$ cat config.mk
export PLATFORM = sky130hd
export DESIGN_NAME = rcd_channel_diag
export DESIGN_NICKNAME = d
export VERILOG_FILES = /design/src/hdl/rcd_channel_diag.v
export VERILOG_INCLUDE_DIRS = /design/src /design/src/hdl
export SDC_FILE = /design/constraint.sdc
export NUM_CORES = 1
export LEC_CHECK = 0
export ABC_CLOCK_PERIOD_IN_PS = 2200
export BUFFER_PORTS_ARGS = -buffer_cell sky130_fd_sc_hd__buf_2
export CAP_MARGIN = 20
export CORE_ASPECT_RATIO = 0.9
export CORE_MARGIN = 2
export CORE_UTILIZATION = 52
export DETAILED_ROUTE_END_ITERATION = 12
export PLACE_DENSITY = 0.85
export SLEW_MARGIN = 20
export SYNTH_ARGS = -nofsm -noshare
export SYNTH_HDL_FRONTEND = slang
export SYNTH_SLANG_ARGS = --single-unit
$ cat constraint.sdc
create_clock -name ref_clk -period 2.2 [get_ports ref_clk]
set_input_delay 0.11 -clock ref_clk [delete_from_list [all_inputs] [get_ports ref_clk]]
set_output_delay 0.11 -clock ref_clk [all_outputs]
set_load 0.02 [all_outputs]
$ cat src/hdl/rcd_defines.vh
// Constants shared by the sensor channel diagnostics block
`ifndef RCD_DEFINES_VH
`define RCD_DEFINES_VH
// ----------------------------------------
// Timing
// ----------------------------------------
// Clock rate of 20 MHz; all 33 bits wide so the five-minute count fits
`define RCD_CLK_HZ 33'h1312d00
`define RCD_RECAL_MIN 33'h5
`define RCD_SEC_PER_MIN 33'h3c
`define RCD_RECAL_CYC (`RCD_RECAL_MIN * `RCD_SEC_PER_MIN * `RCD_CLK_HZ)
// ----------------------------------------
// Error word layout
// ----------------------------------------
`define RCD_ERR_NONE 3'h0
`define RCD_ERR_HW 3'h1
`define RCD_ERR_CFG 3'h2
`define RCD_EXT_NONE 9'h000
`define RCD_EXT_SELFTEST 9'h100
`define RCD_EXT_FILTER0 9'h001
`define RCD_EXT_FORMAT0 9'h005
// ----------------------------------------
// Channel configuration word fields
// ----------------------------------------
`define RCD_CFG_FILT_LSB 0
`define RCD_CFG_FILT_MAX 3'h5
`define RCD_CFG_FMT_LSB 4
`define RCD_CFG_FMT_MAX 3'h5
`define RCD_CFG_RES_BIT 8
`endif
$ cat src/hdl/rcd_channel_diag.v
// Diagnostics and status reporting for a four-channel resistance input module
`timescale 1ns/100ps
`default_nettype none
`include "rcd_defines.vh"

// Behaviour
// Autocalibrate on new channel, power cycle, periodic.
// Status light only when powered and tests passed.
// Failed self-test: light off, hardware error reported.
// Check configuration when a channel is enabled.
// Every scan check config, range, broken input.
// Report configuration error for improper configuration word.
// Out-of-range sets over/under flag in word five.
// Direct resistance channels never flag under-range.
// Open or short sets broken flag in word four.
// Range errors go to data table, not error.
// Configuration errors give extended error code.
// Hardware and configuration errors reported to host.
// Module error shown on status light immediately.
// Error class in bits 11:9, 000/001/010.
// Bad configuration discarded, previous one kept.
// Data invalid and frozen until startup calibration done.
// Flags clear on first scan without condition.
module rcd_channel_diag #(
   parameter NCH = 4,
   parameter CFGW = 16,
   parameter [32:0] RECAL_CYCLES = `RCD_RECAL_CYC
) (
   input wire ref_clk,
   input wire rst_b,
   input wire powerGood,
   input wire selfTestDone,
   input wire selfTestPass,
   input wire [NCH-1:0] chanEnable,
   input wire [NCH*CFGW-1:0] chanCfg,
   input wire cfgWrite,
   input wire periodicCalEn,
   input wire calDone,
   input wire leadCompDone,
   input wire scanStrobe,
   input wire [NCH-1:0] overRange,
   input wire [NCH-1:0] underRange,
   input wire [NCH-1:0] openInput,
   input wire [NCH-1:0] shortInput,
   output reg calRequest,
   output reg statusLed,
   output reg [15:0] errorWord,
   output reg [NCH-1:0] overRangeFlags,
   output reg [NCH-1:0] underRangeFlags,
   output reg [NCH-1:0] channel_open_input_flags,
   output reg [NCH-1:0] channel_data_invalid_bits,
   output reg dataUpdate,
   output reg [NCH*CFGW-1:0] activeCfg
);

// ----------------------------------------
// Input synchronisers
// ----------------------------------------
reg [3:0] syncA_q; // First stage, read only by second
reg [3:0] sync_q; // Power, test done, pass, scan
reg [NCH*4-1:0] condA_q; // First stage for channel conditions
reg [NCH*4-1:0] cond_q; // Over, under, open, short
// Two stages for power, self-test, scan and channel condition pins
// Channel pins and scan share one latency, so flags match their scan
always @(posedge ref_clk or negedge rst_b) begin
   if (!rst_b) begin
      syncA_q <= 4'h0;
      sync_q <= 4'h0;
      condA_q <= {NCH*4{1'b0}};
      cond_q <= {NCH*4{1'b0}};
   end else begin
      syncA_q <= {powerGood, selfTestDone, selfTestPass, scanStrobe};
      sync_q <= syncA_q;
      condA_q <= {overRange, underRange, openInput, shortInput};
      cond_q <= condA_q;
   end
end
wire pwrS = sync_q[3];
wire testDoneS = sync_q[2];
wire testPassS = sync_q[1];
wire scanS = sync_q[0];
wire [NCH-1:0] ovrS = cond_q[NCH*4-1 -: NCH];
wire [NCH-1:0] undS = cond_q[NCH*3-1 -: NCH];
wire [NCH-1:0] opnS = cond_q[NCH*2-1 -: NCH];
wire [NCH-1:0] shtS = cond_q[NCH-1:0];
reg scanPrev_q; // Scan edge detect
wire scanTick = scanS & ~scanPrev_q;

// ----------------------------------------
// Configuration checks
// ----------------------------------------
reg cfgBad; // Any written word invalid
reg [8:0] cfgCode; // Extended code of first bad field
reg [NCH-1:0] curBad; // Active word invalid per channel
integer i;
// Filter and format field range checks
// Loop runs from the top channel down, so the lowest channel's code
// is the one left; filter is tested after format so filter wins
always @* begin
   cfgBad = 1'b0;
   cfgCode = `RCD_EXT_NONE;
   curBad = {NCH{1'b0}};
   for (i = NCH-1; i >= 0; i = i - 1) begin
      if (chanCfg[i*CFGW+`RCD_CFG_FMT_LSB +: 3] > `RCD_CFG_FMT_MAX) begin
         cfgBad = 1'b1;
         cfgCode = `RCD_EXT_FORMAT0 + i[8:0];
      end
      if (chanCfg[i*CFGW+`RCD_CFG_FILT_LSB +: 3] > `RCD_CFG_FILT_MAX) begin
         cfgBad = 1'b1;
         cfgCode = `RCD_EXT_FILTER0 + i[8:0];
      end
      if (chanEnable[i] &&
          (activeCfg[i*CFGW+`RCD_CFG_FMT_LSB +: 3] > `RCD_CFG_FMT_MAX ||
           activeCfg[i*CFGW+`RCD_CFG_FILT_LSB +: 3] > `RCD_CFG_FILT_MAX))
         curBad[i] = 1'b1;
   end
end

// ----------------------------------------
// Module state: self-test, config, errors
// ----------------------------------------
reg testFail_q; // Latched self-test failure
reg cfgErr_q; // Latched configuration error
reg [8:0] cfgCode_q; // Code of latched configuration error
reg [NCH-1:0] enPrev_q; // Enables last cycle
reg [NCH-1:0] seen_q; // Channels enabled before
reg pwrPrev_q; // Power last cycle
// Five minutes at 20 MHz needs 33 bits; a 32-bit timer would wrap early
reg [32:0] recalCnt_q; // Periodic calibration timer
reg startup_q; // Startup calibration in progress
wire hwErr = (testDoneS & ~testPassS) | testFail_q;
// A channel counts as new only on its first enable since reset
wire [NCH-1:0] newChan = chanEnable & ~enPrev_q & ~seen_q;
wire pwrUp = pwrS & ~pwrPrev_q;
wire recalTick = periodicCalEn && (recalCnt_q >= RECAL_CYCLES - 33'h1);
// Sequential state
always @(posedge ref_clk or negedge rst_b) begin
   if (!rst_b) begin
      testFail_q <= 1'b0;
      cfgErr_q <= 1'b0;
      cfgCode_q <= `RCD_EXT_NONE;
      enPrev_q <= {NCH{1'b0}};
      seen_q <= {NCH{1'b0}};
      pwrPrev_q <= 1'b0;
      scanPrev_q <= 1'b0;
      recalCnt_q <= 33'h0;
      startup_q <= 1'b1;
      calRequest <= 1'b0;
      activeCfg <= {NCH*CFGW{1'b0}};
   end else begin
      scanPrev_q <= scanS;
      pwrPrev_q <= pwrS;
      enPrev_q <= chanEnable;
      seen_q <= seen_q | chanEnable;
      if (testDoneS && !testPassS)
         testFail_q <= 1'b1;
      if (cfgWrite) begin
         if (cfgBad) begin
            cfgErr_q <= 1'b1;
            cfgCode_q <= cfgCode;
         end else begin
            activeCfg <= chanCfg;
            cfgErr_q <= 1'b0;
            cfgCode_q <= `RCD_EXT_NONE;
         end
      end else if (scanTick && |curBad) begin
         cfgErr_q <= 1'b1;
      end
      // Periodic timer only runs while enabled
      if (!periodicCalEn || recalTick)
         recalCnt_q <= 33'h0;
      else
         recalCnt_q <= recalCnt_q + 33'h1;
      // High for one cycle after each cycle with any cause; each cause is a one-cycle edge or timer wrap, so a held enable or power does not keep it high
      calRequest <= (|newChan) | (pwrUp & (|chanEnable)) | recalTick;
      // Loss of power restarts the startup calibration wait
      if (!pwrS)
         startup_q <= 1'b1;
      else if (calDone && leadCompDone)
         startup_q <= 1'b0;
   end
end

// ----------------------------------------
// Outputs: light, error word, channel flags
// ----------------------------------------
integer c;
// Reported state
always @(posedge ref_clk or negedge rst_b) begin
   if (!rst_b) begin
      statusLed <= 1'b0;
      errorWord <= 16'h0000;
      overRangeFlags <= {NCH{1'b0}};
      underRangeFlags <= {NCH{1'b0}};
      channel_open_input_flags <= {NCH{1'b0}};
      channel_data_invalid_bits <= {NCH{1'b1}};
      dataUpdate <= 1'b0;
   end else begin
      statusLed <= pwrS & testDoneS & testPassS & ~hwErr;
      // Hardware class outranks configuration class
      if (hwErr)
         errorWord <= {4'h0, `RCD_ERR_HW, `RCD_EXT_SELFTEST};
      else if (cfgErr_q)
         errorWord <= {4'h0, `RCD_ERR_CFG, cfgCode_q};
      else
         errorWord <= {4'h0, `RCD_ERR_NONE, `RCD_EXT_NONE};
      dataUpdate <= scanTick & ~startup_q;
      if (startup_q) begin
         channel_data_invalid_bits <= {NCH{1'b1}};
      end else if (scanTick) begin
         // Every flag is rewritten each scan, so a cleared cause clears it
         for (c = 0; c < NCH; c = c + 1) begin
            channel_data_invalid_bits[c] <= ~chanEnable[c] | curBad[c];
            overRangeFlags[c] <= chanEnable[c] & ovrS[c];
            underRangeFlags[c] <= chanEnable[c] & undS[c] &
               ~activeCfg[c*CFGW+`RCD_CFG_RES_BIT];
            channel_open_input_flags[c] <= chanEnable[c] & (opnS[c] | shtS[c]);
         end
      end
   end
end

endmodule // rcd_channel_diag
`default_nettype wire

==> insert_results.sql, run 1 <==
INSERT INTO impl_metrics (metric_group, metric, value, unit) VALUES
('run_status', 'run_status', 'completed', ''),
('layout', 'finalCoreUtilization', '74.4', '%'),
('cts', 'cts-buffers-inserted', '17', ''),
('global_route', 'grt_first_pass_wirelength', '32300', 'um'),
('synthesis', 'library_cell_occupying_the_most_area_in_the_post_synthesis_netlist', 'dfrtp_1', ''),
('power', 'p_switching', '2.94', 'mW'),
('cts', 'cts_root_cell', 'clkbuf_16', ''),
('detailed_routing', 'wl_per_cell', '20.7', 'um'),
('synthesis', 'synthesized_instance_count', '532', ''),
('power', 'power.clock.fraction', '32.7', '%'),
('synthesis', 'top_cell_types_by_occurrence_after_synthesis', '174 x dfrtp_1, 64 x mux2_2, 49 x nand2_1, 44 x nor2_1, 23 x xor2_1', ''),
('timing', 'max_slew_margin', '58.1', '%'),
('layout', 'final_layout_size_suffix_gt1_share', '36.6', '%'),
('worst_setup_path', 'timing.critical_path.required', '2.50', 'ns'),
('synthesis', 'sequential_area_share_after_synthesis', '65.4', '%'),
('worst_setup_path', 'crit_chain', 'dlygate4sd3_1 > buf_2 > a22oi_1 > nand4_1 > a21oi_2 > nand2_2 > buf_12 > mux2_2', ''),
('placement', 'place_worst_setup_slack', '0.141', 'ns'),
('synthesis', 'yosysUniqueCellTypes', '47', ''),
('layout', 'fin_nets', '913', ''),
('worst_setup_path', 'cp-start-kind', 'primary input', ''),
('detailed_routing', 'drcViolationCount', '0', ''),
('floorplanning', 'fp.dieArea', '14100', 'um^2'),
('power', 'sw_frac_of_total', '31.8', '%'),
('detailed_routing', 'vias', '5594', ''),
('timing', 'fin_tns_setup', '0', 'ns'),
('placement', 'place_inst', '869', ''),
('detailed_routing', 'drt.antenna.violating_nets', '0', ''),
('placement', 'quantity_of_i_o_buffers_inserted_on_ports', '183', ''),
('synthesis', 'synth.mux.area_fraction', '10.5', '%'),
('timing', 'min_period', '2.13', 'ns'),
('worst_setup_path', 'path_max_fanout', '57', ''),
('layout', 'n_fill_cell', '714', ''),
('worst_setup_path', 'criticalPathCategory', 'in -> reg', ''),
('synthesis', 'yosys_warnings', '0', ''),
('worst_setup_path', 'worstSetupEndpointType', 'flop', ''),
('layout', 'layout.cells.non_filler', '995', ''),
('cts', 'clock_tree.htree_level_count', '4', ''),
('timing', 'hold_viol_final', '0', ''),
('cts', 'tritoncts', 'built', ''),
('detailed_routing', 'finalWirelength', '20600', 'um'),
('synthesis', 'ys_ff_latch', '179', ''),
('detailed_routing', 'detailedRoute.firstIterationViolations', '570', ''),
('power', 'peakVddDrop', '0.963', 'mV'),
('power', 'internal-power', '6.29', 'mW'),
('placement', 'placed_area', '7970', 'um^2'),
('worst_setup_path', 'critical-path-slowest-cell', 'dlygate4sd3_1', ''),
('timing', 'hold_worst_slack', '0.235', 'ns'),
('synthesis', 'synth.most_common_cell', 'dfrtp_1', ''),
('synthesis', 'xor_and_xnor_fraction_of_the_mapped_netlist_area', '3.83', '%'),
('floorplanning', 'placement_rows', '39', ''),
('floorplanning', 'die_y', '113', 'um'),
('synthesis', 'combinational_family_with_the_most_area_after_synthesis', 'simple AND/OR/NAND/NOR gates', ''),
('synthesis', 'syn_area_per_cell', '12.9', 'um^2'),
('power', 'design_power_total', '9.23', 'mW'),
('timing', 'clock-skew-final', '0.0160', 'ns'),
('timing', 'rsz0062_at_grt', 'no', ''),
('synthesis', 'yosys.area_share.simple', '11.4', '%'),
('cts', 'clkLatencyLatePin', '0.43', 'ns'),
('global_route', 'grt_pass1_vias', '5918', ''),
('synthesis', 'synth_compound_gate_area_share', '5.47', '%'),
('floorplanning', 'core', '12800', 'um^2'),
('placement', 'gp_routability_congestion', '0.840', ''),
('global_route', 'grt_usage', '30.0', '%'),
('global_route', 'number_of_antenna_violations_at_the_first_check_in_global_routing', '0', ''),
('cts', 'clock_transition_at_the_registers_of_the_reported_paths', '0.07', 'ns'),
('floorplanning', 'die_width', '125', 'um'),
('timing', 'timing.final.setup_violations', '0', ''),
('timing', 'max_freq', '469', 'MHz'),
('synthesis', 'ys_async_sr_fraction', '100', '%'),
('timing', 'finalWorstSetupSlack', '0.0690', 'ns'),
('synthesis', 'yosys.area.top_type_share', '63.5', '%');
==> cell type report <==
| class | count | area (um^2) | share of cell area (%) |
|---|---|---|---|
| sequential | 179 | 4490 | 47.2 |
| multi-input combinational | 320 | 2210 | 23.2 |
| timing repair buffer | 288 | 1980 | 20.9 |
| clock buffer | 22 | 474 | 4.99 |
| tap | 164 | 205 | 2.16 |
| clock inverter | 10 | 110 | 1.16 |
| inverter | 12 | 45.0 | 0.474 |
==> worst max-delay path, delay by kind of cell <==
family,cells,cell delay (ns)
and+or+nand+nor,2,0.40
AOI/OAI and AO/OA,2,0.52
muxes,1,0.35
buffers and inverters,3,1.01
==> logic make-up (layout without fill, tap and decap cells) <==
family,count (synthesis),count (layout)
multiplexers,64,64
XOR/XNOR,30,30
adder cells (fa/ha/maj),1,1
AND/OR/NAND/NOR,161,161
buffers and inverters,41,332
AO/OA/AOI/OAI,55,55
flip-flops,179,179
other,1,9
==> routing by layer <==
metal	routed length (um)	track usage [%]	up-vias	part of all wire (%)
li1	-	-	2390	-
met1	7440	33.7	2741	36
met2	10300	51.3	361	50
met3	1680	8.84	102	8.1
met4	1230	17.3	0	6.0
met5	0	0	-	0
==> registers in the layout, indices dropped and copies added (netlist names), 4 cells and up <==
name                       flops
syncA_q                        4
cfgCode_q                      4
enPrev_q                       4
activeCfg                     64
recalCnt_q                    33
sync_q                         4
underRangeFlags                4
cond_q                        16
channel_data_invalid_bits      4
overRangeFlags                 4
seen_q                         4
channel_open_input_flags       4
errorWord                      6
condA_q                       16
==> what timing repair did <==
item | CTS | global route
endpoints found under the setup margin | 0 | 57
hold buffers | 94 | 0
hold endpoints to repair | 150 | 0
gates resized for setup | 0 | 3
setup buffers | 0 | 0
==> final timing paths <==
| kind | startpoint | end | slack, ns | cells past startpoint |
|---|---|---|---|---|
| worst max-delay path | chanCfg[1] | activeCfg[37] | 0.07 | 8 |
| worst min-delay path | rst_b | activeCfg[12] | 0.23 | 2 |
| worst max register to register | recalCnt_q[19] | recalCnt_q[6] | 0.13 | 5 |
| worst min register to register | condA_q[5] | cond_q[5] | 0.36 | 0 |
| max in group asynchronous | rst_b | channel_data_invalid_bits[2] | 1.19 | 3 |
| min in group ref_clk | shortInput[2] | condA_q[2] | 0.32 | 2 |
==> layout by cell type (no fill, tap or decap), drive strengths merged, types with 2 or more instances in the layout <==
cell,synthesis,final
conb,1,9
and3,7,7
nor2,44,44
nand2,49,49
a21oi,8,8
nand2b,6,6
a22oi,7,7
or2,4,4
xor2,23,23
a22o,5,5
dfrtp,174,174
clkinv,0,2
a211oi,2,2
inv,12,19
nor4,3,3
a31oi,2,2
dlygate4sd3,0,94
buf,14,194
mux2,64,64
and2,4,4
dfstp,5,5
nor3,7,7
nand3,13,13
or4,2,2
xnor2,7,7
clkbuf,15,22
o21ai,14,14
o31ai,4,4
o22ai,5,5
nand4,16,16
==> power groups by stage <==
| stage | combinational (mW) | clock [mW] | sequential (mW) |
|---|---|---|---|
| after CTS | 1.96 | 3.03 | 4.06 |
| after global routing | 2.18 | 3.20 | 4.18 |
| final | 2.07 | 3.02 | 4.14 |
| after floorplan | 0.518 | 0 | 4.61 |
| after global placement | 1.76 | 0 | 4.06 |
| after detailed placement | 1.80 | 0 | 4.10 |
Note: power is estimated with default switching activity, not from simulation.
==> run 2, diff against run 1 <==
Settings changed: ABC_AREA set to 1, CORE_UTILIZATION 52 to 53.
==> run 2 against run 1 <==
Net effect:
- critical path depth increased by 4
- global-route usage is 3.0 points higher
- critical endpoint is now activeCfg[22]
- fmax increased by 9.2%
==> insert_results.sql, run 2 <==
INSERT INTO impl_metrics (metric_group, metric, value, unit) VALUES
('run_status', 'run_status', 'completed', ''),
('layout', 'final_layout_size_suffix_gt1_share', '25.9', '%'),
('worst_setup_path', 'path_max_fanout', '60', ''),
('layout', 'largest-register', 'activeCfg', ''),
('timing', 'clock-skew-final', '0.0122', 'ns'),
('synthesis', 'synthesized_instance_count', '781', ''),
('power', 'sw_frac_of_total', '31.6', '%'),
('worst_setup_path', 'worst-r2r-setup-slack', '0.40', 'ns'),
('synthesis', 'synth.area.top_cells', 'dfrtp_1 59%, nand2_1 15%, nor2_2 3.2%, nor2_1 2.8%, inv_1 2.6%', ''),
('layout', 'layout.cells.most_common_list', '294 x nand2_1, 182 x buf_2, 174 x dfrtp_1, 93 x dlygate4sd3_1, 55 x nor2_1', ''),
('detailed_routing', 'vias', '6711', ''),
('synthesis', 'combinational_family_with_the_most_area_after_synthesis', 'simple AND/OR/NAND/NOR gates', ''),
('timing', 'finalWorstSetupSlack', '0.248', 'ns'),
('layout', 'largestRegisters', 'activeCfg x64, recalCnt_q x33', ''),
('cts', 'cts-root-to-sink-buffers', '2', ''),
('synthesis', 'ys_ff_latch', '179', ''),
('synthesis', 'sequential_area_share_after_synthesis', '61.1', '%'),
('power', 'peakVddDrop', '0.722', 'mV'),
('power', 'internal-power', '6.23', 'mW'),
('detailed_routing', 'wl_per_cell', '18.4', 'um'),
('power', 'p_switching', '2.87', 'mW'),
('layout', 'post_route_design_area', '9910', 'um^2'),
('timing', 'fin_tns_setup', '0', 'ns'),
('power', 'design_power_total', '9.10', 'mW'),
('floorplanning', 'die_width', '128', 'um'),
('synthesis', 'synth_fa_ha_area_share', '0.170', '%'),
('detailed_routing', 'finalWirelength', '22900', 'um'),
('cts', 'cts_root_cell', 'clkbuf_16', ''),
('cts', 'clock-sinks', '179', ''),
('worst_setup_path', 'path_common_cell', 'nand2_1', ''),
('cts', 'tritoncts', 'built', ''),
('worst_setup_path', 'cp.arrival', '2.28', 'ns'),
('run', 'timing.max_cap.violations', '0', ''),
('synthesis', 'synth_compound_gate_area_share', '3.99', '%'),
('timing', 'max_freq', '512', 'MHz'),
('detailed_routing', 'drcViolationCount', '0', ''),
('floorplanning', 'start_util', '54.5', '%'),
('floorplanning', 'placement_rows', '40', ''),
('timing', 'min_period', '1.95', 'ns'),
('global_route', 'number_of_antenna_violations_at_the_first_check_in_global_routing', '1', ''),
('cts', 'clock_tree.htree_level_count', '4', ''),
('cts', 'postCtsSetupBuffers', '0', ''),
('detailed_routing', 'drt_first_pass_iters', '5', ''),
('timing', 'timing_max_transition_violations_final', '0', ''),
('placement', 'placed_area', '8370', 'um^2'),
('floorplanning', 'fp.dieArea', '14800', 'um^2'),
('synthesis', 'ys_async_sr_fraction', '100', '%'),
('synthesis', 'syn_area_per_cell', '9.40', 'um^2'),
('hold_path', 'timing.hold.worst.class', 'in -> async', ''),
('synthesis', 'yosys_warnings', '0', ''),
('layout', 'max_ffs_per_register', '64', ''),
('timing', 'rsz0062_at_grt', 'no', ''),
('synthesis', 'yosysUniqueCellTypes', '37', ''),
('detailed_routing', 'drt.antenna.violating_nets', '0', ''),
('global_route', 'grt_first_pass_wirelength', '36400', 'um'),
('detailed_routing', 'detail_route.vias_per_cell', '5.39', ''),
('placement', 'gp_routability_congestion', '0.927', ''),
('synthesis', 'library_cell_occupying_the_most_area_in_the_post_synthesis_netlist', 'dfrtp_1', ''),
('worst_setup_path', 'cp_slowest_stage_delay', '0.56', 'ns'),
('synthesis', 'top_cell_types_by_occurrence_after_synthesis', '294 x nand2_1, 174 x dfrtp_1, 55 x nor2_1, 51 x inv_1, 38 x nor2_2', ''),
('cts', 'clkLatencyLatePin', '0.42', 'ns'),
('global_route', 'grt_usage', '32.9', '%'),
('worst_setup_path', 'timing.critical_path.required', '2.53', 'ns'),
('power', 'powerDensity', '918', 'nW/um^2'),
('synthesis', 'synthFlopType', 'dfrtp_1', ''),
('cts', 'clock_transition_at_the_registers_of_the_reported_paths', '0.07', 'ns'),
('global_route', 'grt_start_max_net_pins', '61', ''),
('worst_setup_path', 'crit_chain', 'dlygate4sd3_1 > buf_2 > nand2_1 > nand2_1 > inv_2 > nand2_1 > nor2_1 > nand3_2 > inv_2 > buf_12 > nand2_1 > o21ai_0', ''),
('synthesis', 'synth.most_common_cell', 'nand2_1', ''),
('placement', 'quantity_of_i_o_buffers_inserted_on_ports', '183', ''),
('global_route', 'grt_overflow', '0', ''),
('detailed_routing', 'detailedRoute.firstIterationViolations', '561', ''),
('worst_setup_path', 'cp-start-kind', 'primary input', ''),
('worst_setup_path', 'critical-path-slowest-cell', 'dlygate4sd3_1', ''),
('layout', 'fin_nets', '1157', ''),
('synthesis', 'syn_area', '7340', 'um^2'),
('synthesis', 'synth_enable_flop_cells', '0', ''),
('timing', 'hold_viol_final', '0', ''),
('global_route', 'grt_pass1_vias', '7046', ''),
('floorplanning', 'die_y', '116', 'um'),
('power', 'power.clock.fraction', '34.1', '%'),
('timing', 'worst_pin_slew', '0.624', 'ns'),
('power', 'cellLeakagePower', '4.94', 'nW'),
('layout', 'layout-area-overhead-vs-synth', '35.0', '%'),
('placement', 'place_worst_setup_slack', '0.484', 'ns'),
('power', 'pwr-share-comb', '21.2', '%'),
('cts', 'cts-buffers-inserted', '17', ''),
('worst_setup_path', 'criticalPathCategory', 'in -> reg', ''),
('synthesis', 'xor_and_xnor_fraction_of_the_mapped_netlist_area', '3.10', '%'),
('synthesis', 'yosys.area_share.simple', '25.6', '%'),
('timing', 'max_slew_margin', '58.0', '%'),
('power', 'sequential_power_share', '44.6', '%'),
('placement', 'place.detailed.hpwl', '12800', 'um'),
('synthesis', 'synth.mux.area_fraction', '0', '%'),
('layout', 'final_common_cell', 'nand2_1', ''),
('timing', 'timing.final.setup_violations', '0', ''),
('worst_setup_path', 'worstSetupEndpointType', 'flop', ''),
('timing', 'final_period_util', '88.7', '%'),
('floorplanning', 'core', '13500', 'um^2'),
('synthesis', 'yosys.area.top_type_share', '59.3', '%'),
('floorplanning', 'ios', '193', '');
==> run 2: changes by cell type after synthesis, moves of 7 or more <==
cell      delta
a22oi_1      -7
and3_1       -7
clkbuf_1     -8
inv_1       +39
mux2_2      -64
nand2_1    +245
nand4_1      -8
nor2_1      +11
nor2_2      +38
nor3_1       +7
o21ai_0     +11
==> run 2: repair_timing <==
action,CTS,global route
hold buffers,93,0
gates resized for setup,0,0
endpoints found under the hold margin,145,0
==> run 2: logic make-up after synthesis <==
family | count (synthesis)
compound gates | 49
other cells | 1
simple gates | 440
flops | 179
xor+xnor | 26
buf+inv | 85
fa+ha+maj | 1
==> run 2: critical path, delay by kind of cell <==
family | cells | cell delay [ns]
buffers and inverters | 5 | 1.35
AND/OR/NAND/NOR | 6 | 0.68
AO/OA/AOI/OAI | 1 | 0.12
==> run 2: path summary, 6_finish.rpt <==
kind | endpoint | startpoint | cells past startpoint
max | activeCfg[22] | chanCfg[2] | 12
min | cond_q[0] | rst_b | 2
max reg2reg | recalCnt_q[1] | recalCnt_q[0] | 11
min reg2reg | cond_q[11] | condA_q[11] | 0
max in group asynchronous | activeCfg[17] | rst_b | 3
min in group ref_clk | syncA_q[1] | selfTestPass | 2
==> run 2: power by group through the flow <==
stage	clock network [mW]	registers, mW	logic (mW)
6_report	3.11	4.06	1.93
5_1_grt	3.28	4.09	2.06
4_1_cts	3.10	4.00	1.83
3_5_place_dp	0	4.04	1.69
3_3_place_gp	0	4.03	1.63
2_1_floorplan	0	4.51	0.474
==> run 2: per-stage QoR <==
step                cells  utilization [%]  hold WS (ns)
finish               1244             73.6         0.231
global route         1244             73.6         0.266
CTS                  1243             73.6         0.247
detailed placement   1118             62.2         0.116
global placement     1118             62.2         0.105
floorplan             789                -        -0.186
==> run 2: final cells by class <==
class	instances	area, um^2
multi-input combinational	525	2450
fill	787	3550
antenna	1	2.50
sequential	179	4490
clock buffer	21	450
inverter	57	214
timing repair buffer	282	1950
clock inverter	11	153
tap	168	210
==> run 2: metal layers <==
| metal | vias to the layer above | global-route usage (%) | wire, um |
|---|---|---|---|
| met1 | 3209 | 40.1 | 8660 |
| met4 | 0 | 18.8 | 1330 |
| met3 | 110 | 8.82 | 1880 |
| li1 | 2962 | - | - |
| met5 | - | 0 | 0 |
| met2 | 430 | 53.9 | 11000 |
